<file path="src/rtl/port_mux_pkg.sv">
// Constants, register map and field layout for the mode-dependent port pin multiplexer
`default_nettype none

package port_mux_pkg;

    typedef enum logic [1:0] {
        MODE_BOOT     = 2'h0,
        MODE_TEST     = 2'h1,
        MODE_SINGLE   = 2'h2,
        MODE_EXPANDED = 2'h3
    } op_mode_t;

    localparam logic [3:0] ADDR_TIMER_PORT   = 4'h0;
    localparam logic [3:0] ADDR_PA_CONTROL   = 4'h1;
    localparam logic [3:0] ADDR_HIGH_PORT    = 4'h2;
    localparam logic [3:0] ADDR_LOW_LATCHED  = 4'h3;
    localparam logic [3:0] ADDR_PIO_CONTROL  = 4'h4;
    localparam logic [3:0] ADDR_LOW_PORT     = 4'h5;
    localparam logic [3:0] ADDR_LOW_DIR      = 4'h6;
    localparam logic [3:0] ADDR_SERIAL_PORT  = 4'h7;
    localparam logic [3:0] ADDR_SERIAL_DIR   = 4'h8;
    localparam logic [3:0] ADDR_ANALOG_PORT  = 4'h9;
    localparam logic [3:0] ADDR_MODE_STATUS  = 4'hA;
    localparam logic [3:0] ADDR_MASTER_MASK  = 4'hB;
    localparam logic [3:0] ADDR_COMPARE_EN   = 4'hC;

    // Pulse accumulator control fields
    localparam int PAC_DIR_HI    = 7;
    localparam int PAC_DIR_MID   = 3;
    localparam int PAC_CAPTURE4  = 2;
    localparam int PAC_OC1_TRIG  = 1;
    // Parallel I/O control fields
    localparam int PIO_FLAG      = 7;
    localparam int PIO_STB_LEVEL = 4;
    localparam int PIO_EDGE_RISE = 3;
    localparam int PIO_HANDSHAKE = 2;
    localparam int PIO_STROBED   = 1;
    localparam int PIO_OPEN_DRN  = 0;

    localparam logic [7:0] PAC_RESET    = 8'h00;
    localparam logic [7:0] PIO_RESET    = 8'h00;
    localparam logic [7:0] PIO_WR_MASK  = 8'h1F;
    localparam logic [7:0] DATA_RESET   = 8'h00;
    localparam logic [7:0] UNMAPPED_VAL = 8'h00;
    localparam logic [7:0] TIMER_FIXED_OUT = 8'h70;

endpackage : port_mux_pkg

`default_nettype wire

</file>
<file path="src/rtl/port_pin_mux.sv">
// Pin multiplexer and general-purpose ports for timer, high, low, serial and analogue ports
`default_nettype none

module port_pin_mux (
    // Clock and reset
    input  wire  logic        sys_clk,
    input  wire  logic        rst,
    // Mode-select straps
    input  wire  logic        mode_select_a,
    input  wire  logic        mode_select_b,
    // Register port
    input  wire  logic [3:0]  reg_addr,
    input  wire  logic [7:0]  reg_wdata,
    input  wire  logic        reg_wr,
    input  wire  logic        reg_rd,
    output logic       [7:0]  reg_rdata,
    output logic              reg_ext_hit,
    // Core bus cycle for expanded mode
    input  wire  logic [15:0] cyc_addr,
    input  wire  logic        cyc_read,
    input  wire  logic [7:0]  cyc_wdata,
    input  wire  logic        bus_clk_high,
    output logic       [7:0]  ext_rdata,
    // Timer functions
    input  wire  logic [7:3]  master_compare,
    input  wire  logic [6:3]  compare_level,
    output logic              pulse_accum_in,
    output logic       [3:0]  capture_in,
    // Serial functions
    input  wire  logic        sci_enable,
    input  wire  logic        sci_txd,
    input  wire  logic        spi_enable,
    input  wire  logic        spi_master,
    input  wire  logic        spi_mosi_out,
    input  wire  logic        spi_miso_out,
    input  wire  logic        spi_sck_out,
    output logic              sci_rxd,
    output logic              spi_data_in,
    output logic              spi_clk_in,
    output logic              spi_select,
    // Timer port pins
    input  wire  logic [7:0]  timer_pin_in,
    output logic       [7:0]  timer_pin_out,
    output logic       [7:0]  timer_pin_oe_n,
    // High-byte port pins
    output logic       [7:0]  high_pin_out,
    // Low-byte port pins
    input  wire  logic [7:0]  low_pin_in,
    output logic       [7:0]  low_pin_out,
    output logic       [7:0]  low_pin_oe_n,
    // Strobe pins
    input  wire  logic        input_strobe,
    output logic              output_strobe,
    output logic              address_latch_strobe,
    // Serial port pins
    input  wire  logic [5:0]  serial_pin_in,
    output logic       [5:0]  serial_pin_out,
    output logic       [5:0]  serial_pin_oe_n,
    // Analogue port pins
    input  wire  logic [7:0]  analog_pin_in
);

    // Register write and read decode, used by the register update process
    function automatic logic hit(input logic [3:0] a, input logic [3:0] target, input logic s);
        hit = s && (a == target);
    endfunction

    port_mux_pkg::op_mode_t mode;
    port_mux_pkg::op_mode_t next_mode;
    logic [7:0] timer_port_reg;
    logic [7:0] next_timer_port_reg;
    logic [7:0] pulse_accum_control_reg;
    logic [7:0] next_pulse_accum_control_reg;
    logic [7:0] high_byte_port_reg;
    logic [7:0] next_high_byte_port_reg;
    logic [7:0] low_port_latched_reg;
    logic [7:0] next_low_port_latched_reg;
    logic [7:0] parallel_io_control_reg;
    logic [7:0] next_parallel_io_control_reg;
    logic [7:0] low_port_reg;
    logic [7:0] next_low_port_reg;
    logic [7:0] low_dir_reg;
    logic [7:0] next_low_dir_reg;
    logic [5:0] serial_port_reg;
    logic [5:0] next_serial_port_reg;
    logic [5:0] serial_dir_reg;
    logic [5:0] next_serial_dir_reg;
    logic [7:3] master_mask_reg;
    logic [7:3] next_master_mask_reg;
    logic [6:3] compare_en_reg;
    logic [6:3] next_compare_en_reg;
    logic       strobe_prev;
    logic       next_strobe_prev;
    logic       strobe_pulse;
    logic       next_strobe_pulse;
    logic [7:0] rdata;
    logic [7:0] next_rdata;
    logic [7:0] ext_data;
    logic [7:0] next_ext_data;

    logic       expanded;
    logic       strobe_edge;
    logic [7:0] timer_drive;
    logic [7:0] timer_is_out;
    logic       low_open_drain;

    assign expanded = (mode == port_mux_pkg::MODE_EXPANDED) || (mode == port_mux_pkg::MODE_TEST);
    assign low_open_drain = parallel_io_control_reg[port_mux_pkg::PIO_OPEN_DRN] && !expanded;

    // Input strobe edge; the pin is already synchronous to sys_clk
    assign strobe_edge = parallel_io_control_reg[port_mux_pkg::PIO_EDGE_RISE]
                         ? (input_strobe && !strobe_prev)
                         : (!input_strobe && strobe_prev);

    // Mode is sampled throughout reset so the value at release is kept
    always_comb
    begin
        next_mode = mode;
        if (rst)
        begin
            next_mode = port_mux_pkg::op_mode_t'({mode_select_b, mode_select_a});
        end
    end

    always_comb
    begin
        next_timer_port_reg          = timer_port_reg;
        next_pulse_accum_control_reg = pulse_accum_control_reg;
        next_high_byte_port_reg      = high_byte_port_reg;
        next_low_port_latched_reg    = low_port_latched_reg;
        next_parallel_io_control_reg = parallel_io_control_reg;
        next_low_port_reg            = low_port_reg;
        next_low_dir_reg             = low_dir_reg;
        next_serial_port_reg         = serial_port_reg;
        next_serial_dir_reg          = serial_dir_reg;
        next_master_mask_reg         = master_mask_reg;
        next_compare_en_reg          = compare_en_reg;
        next_strobe_prev             = input_strobe;
        next_strobe_pulse            = 1'b0;
        next_ext_data                = ext_data;

        // Latch stores every bit; pin drive is decided separately
        if (hit(reg_addr, port_mux_pkg::ADDR_TIMER_PORT, reg_wr))
        begin
            next_timer_port_reg = reg_wdata;
        end
        if (hit(reg_addr, port_mux_pkg::ADDR_PA_CONTROL, reg_wr))
        begin
            next_pulse_accum_control_reg = reg_wdata;
        end
        // In expanded modes this address belongs to the outside world
        if (hit(reg_addr, port_mux_pkg::ADDR_HIGH_PORT, reg_wr) && !expanded)
        begin
            next_high_byte_port_reg = reg_wdata;
            next_strobe_pulse = parallel_io_control_reg[port_mux_pkg::PIO_STROBED];
        end
        if (hit(reg_addr, port_mux_pkg::ADDR_PIO_CONTROL, reg_wr))
        begin
            next_parallel_io_control_reg = (reg_wdata & port_mux_pkg::PIO_WR_MASK)
                | (parallel_io_control_reg & ~port_mux_pkg::PIO_WR_MASK);
        end
        if (hit(reg_addr, port_mux_pkg::ADDR_LOW_PORT, reg_wr))
        begin
            next_low_port_reg = reg_wdata;
        end
        if (hit(reg_addr, port_mux_pkg::ADDR_LOW_DIR, reg_wr))
        begin
            next_low_dir_reg = reg_wdata;
        end
        if (hit(reg_addr, port_mux_pkg::ADDR_SERIAL_PORT, reg_wr))
        begin
            next_serial_port_reg = reg_wdata[5:0];
        end
        if (hit(reg_addr, port_mux_pkg::ADDR_SERIAL_DIR, reg_wr))
        begin
            next_serial_dir_reg = reg_wdata[5:0];
        end
        if (hit(reg_addr, port_mux_pkg::ADDR_MASTER_MASK, reg_wr))
        begin
            next_master_mask_reg = reg_wdata[7:3];
        end
        if (hit(reg_addr, port_mux_pkg::ADDR_COMPARE_EN, reg_wr))
        begin
            next_compare_en_reg = reg_wdata[6:3];
        end

        // Reading the latched data clears the flag; a new edge in that cycle still wins
        if (hit(reg_addr, port_mux_pkg::ADDR_LOW_LATCHED, reg_rd))
        begin
            next_parallel_io_control_reg[port_mux_pkg::PIO_FLAG] = 1'b0;
        end
        if (strobe_edge && !expanded)
        begin
            next_low_port_latched_reg = low_pin_in;
            next_parallel_io_control_reg[port_mux_pkg::PIO_FLAG] = 1'b1;
        end

        // Outside data is taken while the bus clock is high on a read cycle
        if (expanded && bus_clk_high && cyc_read)
        begin
            next_ext_data = low_pin_in;
        end
    end

    // Timer port pin functions, identical in every mode
    always_comb
    begin
        timer_is_out = port_mux_pkg::TIMER_FIXED_OUT;
        timer_is_out[7] = pulse_accum_control_reg[port_mux_pkg::PAC_DIR_HI];
        timer_is_out[3] = pulse_accum_control_reg[port_mux_pkg::PAC_DIR_MID];
        timer_drive = timer_port_reg;
        for (int i = 3; i < 7; i++)
        begin
            if (compare_en_reg[i])
            begin
                timer_drive[i] = compare_level[i];
            end
        end
        if (pulse_accum_control_reg[port_mux_pkg::PAC_CAPTURE4])
        begin
            timer_drive[3] = timer_port_reg[3];
        end
        for (int i = 3; i < 8; i++)
        begin
            if (master_mask_reg[i])
            begin
                timer_drive[i] = master_compare[i];
            end
        end
    end

    assign timer_pin_out  = timer_drive;
    assign timer_pin_oe_n = ~timer_is_out;
    // Driven pin feeds its own level, so the accumulator follows the output too
    assign pulse_accum_in = timer_is_out[7] ? timer_drive[7] : timer_pin_in[7];
    assign capture_in[2:0] = timer_pin_in[2:0];
    // Capture 4 sees master compare edges when capture 4, the trigger option and mask bit 3 are all set
    assign capture_in[3] = !pulse_accum_control_reg[port_mux_pkg::PAC_CAPTURE4] ? 1'b0
        : (pulse_accum_control_reg[port_mux_pkg::PAC_OC1_TRIG] && master_mask_reg[3])
          ? master_compare[3] : timer_pin_in[3];

    // High-byte port: outputs only, or upper address in expanded modes
    assign high_pin_out = expanded ? cyc_addr[15:8] : high_byte_port_reg;

    // Low-byte port
    always_comb
    begin
        if (expanded)
        begin
            if (!bus_clk_high)
            begin
                low_pin_out  = cyc_addr[7:0];
                low_pin_oe_n = 8'h00;
            end
            else
            begin
                low_pin_out  = cyc_wdata;
                low_pin_oe_n = {8{cyc_read}};
            end
        end
        else if (low_open_drain)
        begin
            low_pin_out  = 8'h00;
            low_pin_oe_n = ~(low_dir_reg & ~low_port_reg);
        end
        else
        begin
            low_pin_out  = low_port_reg;
            low_pin_oe_n = ~low_dir_reg;
        end
    end

    // Strobe pins change role with mode
    assign address_latch_strobe = expanded && !bus_clk_high;
    always_comb
    begin
        if (expanded)
        begin
            output_strobe = cyc_read;
        end
        else if (parallel_io_control_reg[port_mux_pkg::PIO_HANDSHAKE])
        begin
            // Active while data is waiting in the latch, until the latched data is read
            output_strobe = parallel_io_control_reg[port_mux_pkg::PIO_STB_LEVEL]
                            ^ parallel_io_control_reg[port_mux_pkg::PIO_FLAG];
        end
        else
        begin
            output_strobe = parallel_io_control_reg[port_mux_pkg::PIO_STB_LEVEL]
                            ^ strobe_pulse;
        end
    end

    // Serial port: subsystem functions override the plain I/O bits
    always_comb
    begin
        serial_pin_out  = serial_port_reg;
        serial_pin_oe_n = ~serial_dir_reg;
        if (sci_enable)
        begin
            serial_pin_oe_n[0] = 1'b1;
            serial_pin_out[1]  = sci_txd;
            serial_pin_oe_n[1] = 1'b0;
        end
        if (spi_enable)
        begin
            serial_pin_out[2]  = spi_miso_out;
            serial_pin_oe_n[2] = spi_master;
            serial_pin_out[3]  = spi_mosi_out;
            serial_pin_oe_n[3] = !spi_master;
            serial_pin_out[4]  = spi_sck_out;
            serial_pin_oe_n[4] = !spi_master;
            serial_pin_oe_n[5] = 1'b1;
        end
    end
    assign sci_rxd     = serial_pin_in[0];
    assign spi_data_in = spi_master ? serial_pin_in[2] : serial_pin_in[3];
    assign spi_clk_in  = serial_pin_in[4];
    assign spi_select  = serial_pin_in[5];

    // Register read data, valid in the cycle after the strobe
    always_comb
    begin
        next_rdata = port_mux_pkg::UNMAPPED_VAL;
        if (reg_rd)
        begin
            unique case (reg_addr)
                port_mux_pkg::ADDR_TIMER_PORT:
                    next_rdata = (timer_is_out & timer_drive)
                                 | (~timer_is_out & timer_pin_in);
                port_mux_pkg::ADDR_PA_CONTROL:  next_rdata = pulse_accum_control_reg;
                port_mux_pkg::ADDR_HIGH_PORT:
                    next_rdata = expanded ? port_mux_pkg::UNMAPPED_VAL
                                          : high_byte_port_reg;
                port_mux_pkg::ADDR_LOW_LATCHED: next_rdata = low_port_latched_reg;
                port_mux_pkg::ADDR_PIO_CONTROL: next_rdata = parallel_io_control_reg;
                port_mux_pkg::ADDR_LOW_PORT:
                    next_rdata = (low_dir_reg & low_port_reg) | (~low_dir_reg & low_pin_in);
                port_mux_pkg::ADDR_LOW_DIR:     next_rdata = low_dir_reg;
                port_mux_pkg::ADDR_SERIAL_PORT:
                    next_rdata = {2'h0, (serial_dir_reg & serial_port_reg)
                                        | (~serial_dir_reg & serial_pin_in)};
                port_mux_pkg::ADDR_SERIAL_DIR:  next_rdata = {2'h0, serial_dir_reg};
                // Reading here during a conversion sample may disturb its accuracy
                port_mux_pkg::ADDR_ANALOG_PORT: next_rdata = analog_pin_in;
                port_mux_pkg::ADDR_MODE_STATUS: next_rdata = {6'h00, mode};
                port_mux_pkg::ADDR_MASTER_MASK: next_rdata = {master_mask_reg, 3'h0};
                port_mux_pkg::ADDR_COMPARE_EN:  next_rdata = {1'b0, compare_en_reg, 3'h0};
                default:                        next_rdata = port_mux_pkg::UNMAPPED_VAL;
            endcase
        end
    end

    assign reg_ext_hit = expanded && (reg_addr == port_mux_pkg::ADDR_HIGH_PORT)
                         && (reg_wr || reg_rd);
    assign reg_rdata   = rdata;
    assign ext_rdata   = ext_data;

    // Mode holds across everything but reset
    always_ff @(posedge sys_clk)
    begin
        mode <= next_mode;
    end

    always_ff @(posedge sys_clk)
    begin
        if (rst)
        begin
            timer_port_reg          <= port_mux_pkg::DATA_RESET;
            pulse_accum_control_reg <= port_mux_pkg::PAC_RESET;
            high_byte_port_reg      <= port_mux_pkg::DATA_RESET;
            low_port_latched_reg    <= port_mux_pkg::DATA_RESET;
            parallel_io_control_reg <= port_mux_pkg::PIO_RESET;
            low_port_reg            <= port_mux_pkg::DATA_RESET;
            low_dir_reg             <= port_mux_pkg::DATA_RESET;
            serial_port_reg         <= 6'h00;
            serial_dir_reg          <= 6'h00;
            master_mask_reg         <= 5'h00;
            compare_en_reg          <= 4'h0;
            strobe_prev             <= 1'b0;
            strobe_pulse            <= 1'b0;
            rdata                   <= port_mux_pkg::DATA_RESET;
            ext_data                <= port_mux_pkg::DATA_RESET;
        end
        else
        begin
            timer_port_reg          <= next_timer_port_reg;
            pulse_accum_control_reg <= next_pulse_accum_control_reg;
            high_byte_port_reg      <= next_high_byte_port_reg;
            low_port_latched_reg    <= next_low_port_latched_reg;
            parallel_io_control_reg <= next_parallel_io_control_reg;
            low_port_reg            <= next_low_port_reg;
            low_dir_reg             <= next_low_dir_reg;
            serial_port_reg         <= next_serial_port_reg;
            serial_dir_reg          <= next_serial_dir_reg;
            master_mask_reg         <= next_master_mask_reg;
            compare_en_reg          <= next_compare_en_reg;
            strobe_prev             <= next_strobe_prev;
            strobe_pulse            <= next_strobe_pulse;
            rdata                   <= next_rdata;
            ext_data                <= next_ext_data;
        end
    end

endmodule // port_pin_mux

`default_nettype wire

</file>
<file path="config.mk">
export PLATFORM = sky130hd
export DESIGN_NAME = port_pin_mux
export DESIGN_NICKNAME = d
export VERILOG_FILES = /design/src/rtl/port_mux_pkg.sv /design/src/rtl/port_pin_mux.sv
export SDC_FILE = /design/constraint.sdc
export NUM_CORES = 1
export LEC_CHECK = 0
export ABC_AREA = 1
export BUFFER_PORTS_ARGS = -buffer_cell sky130_fd_sc_hd__buf_2
export CAP_MARGIN = 15
export CORE_ASPECT_RATIO = 1.75
export CORE_MARGIN = 2
export CORE_UTILIZATION = 45
export DETAILED_ROUTE_END_ITERATION = 10
export GPL_TIMING_DRIVEN = 0
export PLACE_DENSITY = 0.73
export SYNTH_ARGS = -nofsm -noshare
export SYNTH_HDL_FRONTEND = slang
export SYNTH_SLANG_ARGS = --single-unit
export TNS_END_PERCENT = 20
</file>
<file path="constraint.sdc">
create_clock -name sys_clk -period 1.76 [get_ports sys_clk]
set_input_delay 0.176 -clock sys_clk [delete_from_list [all_inputs] [get_ports sys_clk]]
set_output_delay 0.176 -clock sys_clk [all_outputs]
set_load 0.02 [all_outputs]
</file>
==> results.md <==
* Status: complete, no violations
* Reg2reg setup slack at 0.14 ns
* Total wire length at 17800 µm
* Max-cap violations at 0
* Setup crit end kind: output pin
* Post-route cell area at 6340 µm²
* I/O pin count at 171
* Post-synthesis sequential area ratio at 38.7%
* Worst Hold Endpoint: mode[1]
* Cells after DPL at 1053
* Post-DP HPWL at 13600 µm
* Final Hold Vio Count at 0
* Cells after synthesis at 763
* Largest net degree at the start of global routing at 17
* Drt drc at 0
* Worst-case reg-to-reg path depth at 6
* FF-to-FF End: low_port_latched_reg[4]
* Top cells by area, synth: dfxtp_1 38%, nand2_1 15%, a21oi_1 9.7%
* Mean number of vias per cell at 5.33
* Die Span X at 83.4 µm
* Grt ovf at 0
* Rows at 50
* TritonCTS Buffers at 9
* Clk_lat worst skew at 0.35 ns
* Final Total Pwr at 5.00 mW
* CP Data Required Time at 1.58 ns
* Synth top cells by count: 198 x nand2_1, 96 x a21oi_1, 93 x dfxtp_1, 92 x o21ai_0, 85 x inv_1
* Die area at 11900 µm²
* Core region area at 10700 µm²
* Port bufs at 156
* CP max stage delay at 0.34 ns
* Top cell type by total area after synthesis: dfxtp_1
* H-tree depth at 3
* Crit path cell chain: buf_6, inv_8, nor2_4, a22oi_1, o31ai_1, buf_2
* Relative slew slack at 42.0%
* Vias at 5721
* Violation count after the first detailed-route iteration at 503
* DRT antenna net count at 0
* Final nets at 1029
* Hold_sp: mode_select_b
* Most common cell in the netlist: nand2_1
* Clock Tree Buf Depth at 2
* Top delay family on crit path: buffers and inverters
* Pleak at 2.88 nW
* GRT Util Overall at 29.3%
* Worst Skew at 0.00730 ns
* Final Max Tran Viols at 0
* RSZ-0062 raised after global routing: false
* Syn-to-layout area delta at 27.8%
* WL/cell at 16.6 µm
* Buf/Inv on CP at 3
* Die height at 143 µm
* Root Buffer: clkbuf_16
* Critical path arrival at 1.56 ns
* VDD IR-drop max at 552 µV
* HP Class: in2reg
* Clock slew at reported path FFs at 0.07 ns
* WS Path Type: reg2out
* CTS tree: built
* Slew @ Worst Pin at 0.867 ns
* Synth cell types at 30
* Setup_tns at 0 ns
* Final std cells w/o fill at 1073
* Hold path depth at 1
* Syn Area/Cell at 6.50 µm²
* Clock Sinks at 95
* Setup WS pre-CTS at -0.234 ns
* Worst-path fanout max at 9
* Power density cells at 789 nW/µm²
* Setup slack after layout at 0.0244 ns
* Share of Yosys cell area claimed by the top area cell type at 37.5%
* Vias in the first global route at 5427
* Fmax at 576 MHz
* Final Cycle Share at 98.6%
* Synth async-reset ratio at 0%
* RR Startpoint: mode[0]
* Number of synthesized flops with an enable pin at 2
* Starting Density at 46.4%
* Crit path launch type: flop
* Gpl congestion at 0.947
* Post-Syn Area at 4960 µm²
* CP max-delay cell: edfxtp_1
* Worst Setup SP: mode[0]
* Post-synthesis register bit count at 95
* Yosys warns at 0
* Layout cells sized above 1 at 24.1%
* Global-route wire length before repair at 27100 µm
* Min Tclk post-route at 1.74 ns
* Ys flop type: dfxtp_1
* Drt first pass iters at 5
* Placement Cell Area at 5920 µm²
* Initial antenna violation count at 0
* Final setup fails at 0
* Antenna cells at 0
[cells in the final DEF, fill, tap and decap left out, drive strengths merged, types with 2 or more instances in the layout]
master and count:
o21ai 92, conb 6, o21a 3, o311ai 2, buf 194, clkinv 3
a22oi 5, o211ai 6, or2 2, nor3 2, dfxtp 93, nand3b 2
inv 87, edfxtp 2, clkbuf 25, a21oi 96, nor2 58, nand2 202
o31ai 5, nand3 52
[per-layer routing]
layer	up-vias	GRT usage [%]	wire, µm
met1	2594	29.7	6330
met2	251	54.5	9390
li1	2811	-	-
met3	65	4.80	1120
met4	0	19.3	959
met5	-	0	0
[cells by family (layout without fill, tap and decap cells)]
logic type,Yosys count,count (layout),synth area share [%]
flops,95,95,38.7
other cells,2,6,0.151
simple gates,318,319,26.4
compound gates,212,212,22.6
buf+inv,136,311,12.1
[how the worst max path moves through the flow]
stage                      endpoint  slack, ns  depth (start not counted)
floorplan            low_pin_out[2]       0.02                          3
global placement    low_pin_oe_n[6]      -0.25                          5
detailed placement  high_pin_out[3]      -0.23                          6
CTS                 low_pin_oe_n[6]      -0.03                          5
global route         low_pin_out[6]      0.004                          6
finish               low_pin_out[6]       0.02                          6
[repair_timing]
action / 4_1_cts / 5_1_grt
hold buffers: 1 / 0
pin swaps: 2 / 2
hold endpoints to repair: 1 / 0
endpoints found under the setup margin: 27 / 22
setup buffers: 4 / 1
cloned: 1 / 0
gates resized for setup: 22 / 22
[metrics by stage]
step | util (%) | hold slack [ns]
floorplan | - | 0.275
global placement | 55.3 | 0.354
detailed placement | 55.3 | 0.354
CTS | 58.9 | 0.0334
global route | 59.3 | 0.0272
finish | 59.3 | 0.0303
[where the power goes]
group / switching, mW / total [mW] / internal, mW
Sequential: 0.0313 / 2.24 / 2.21
Combinational: 0.557 / 0.854 / 0.297
Clock: 0.873 / 1.91 / 1.03
[cell type report]
class / count / area, µm²
Buffer: 47 / 304
Clock buffer: 11 / 253
Clock inverter: 5 / 31.3
Fill cell: 1121 / 4360
Inverter: 86 / 338
Multi-Input combinational cell: 537 / 2500
Sequential cell: 95 / 1930
Tap cell: 130 / 163
Timing Repair Buffer: 162 / 828
Note: power is estimated with default switching activity, not from simulation.
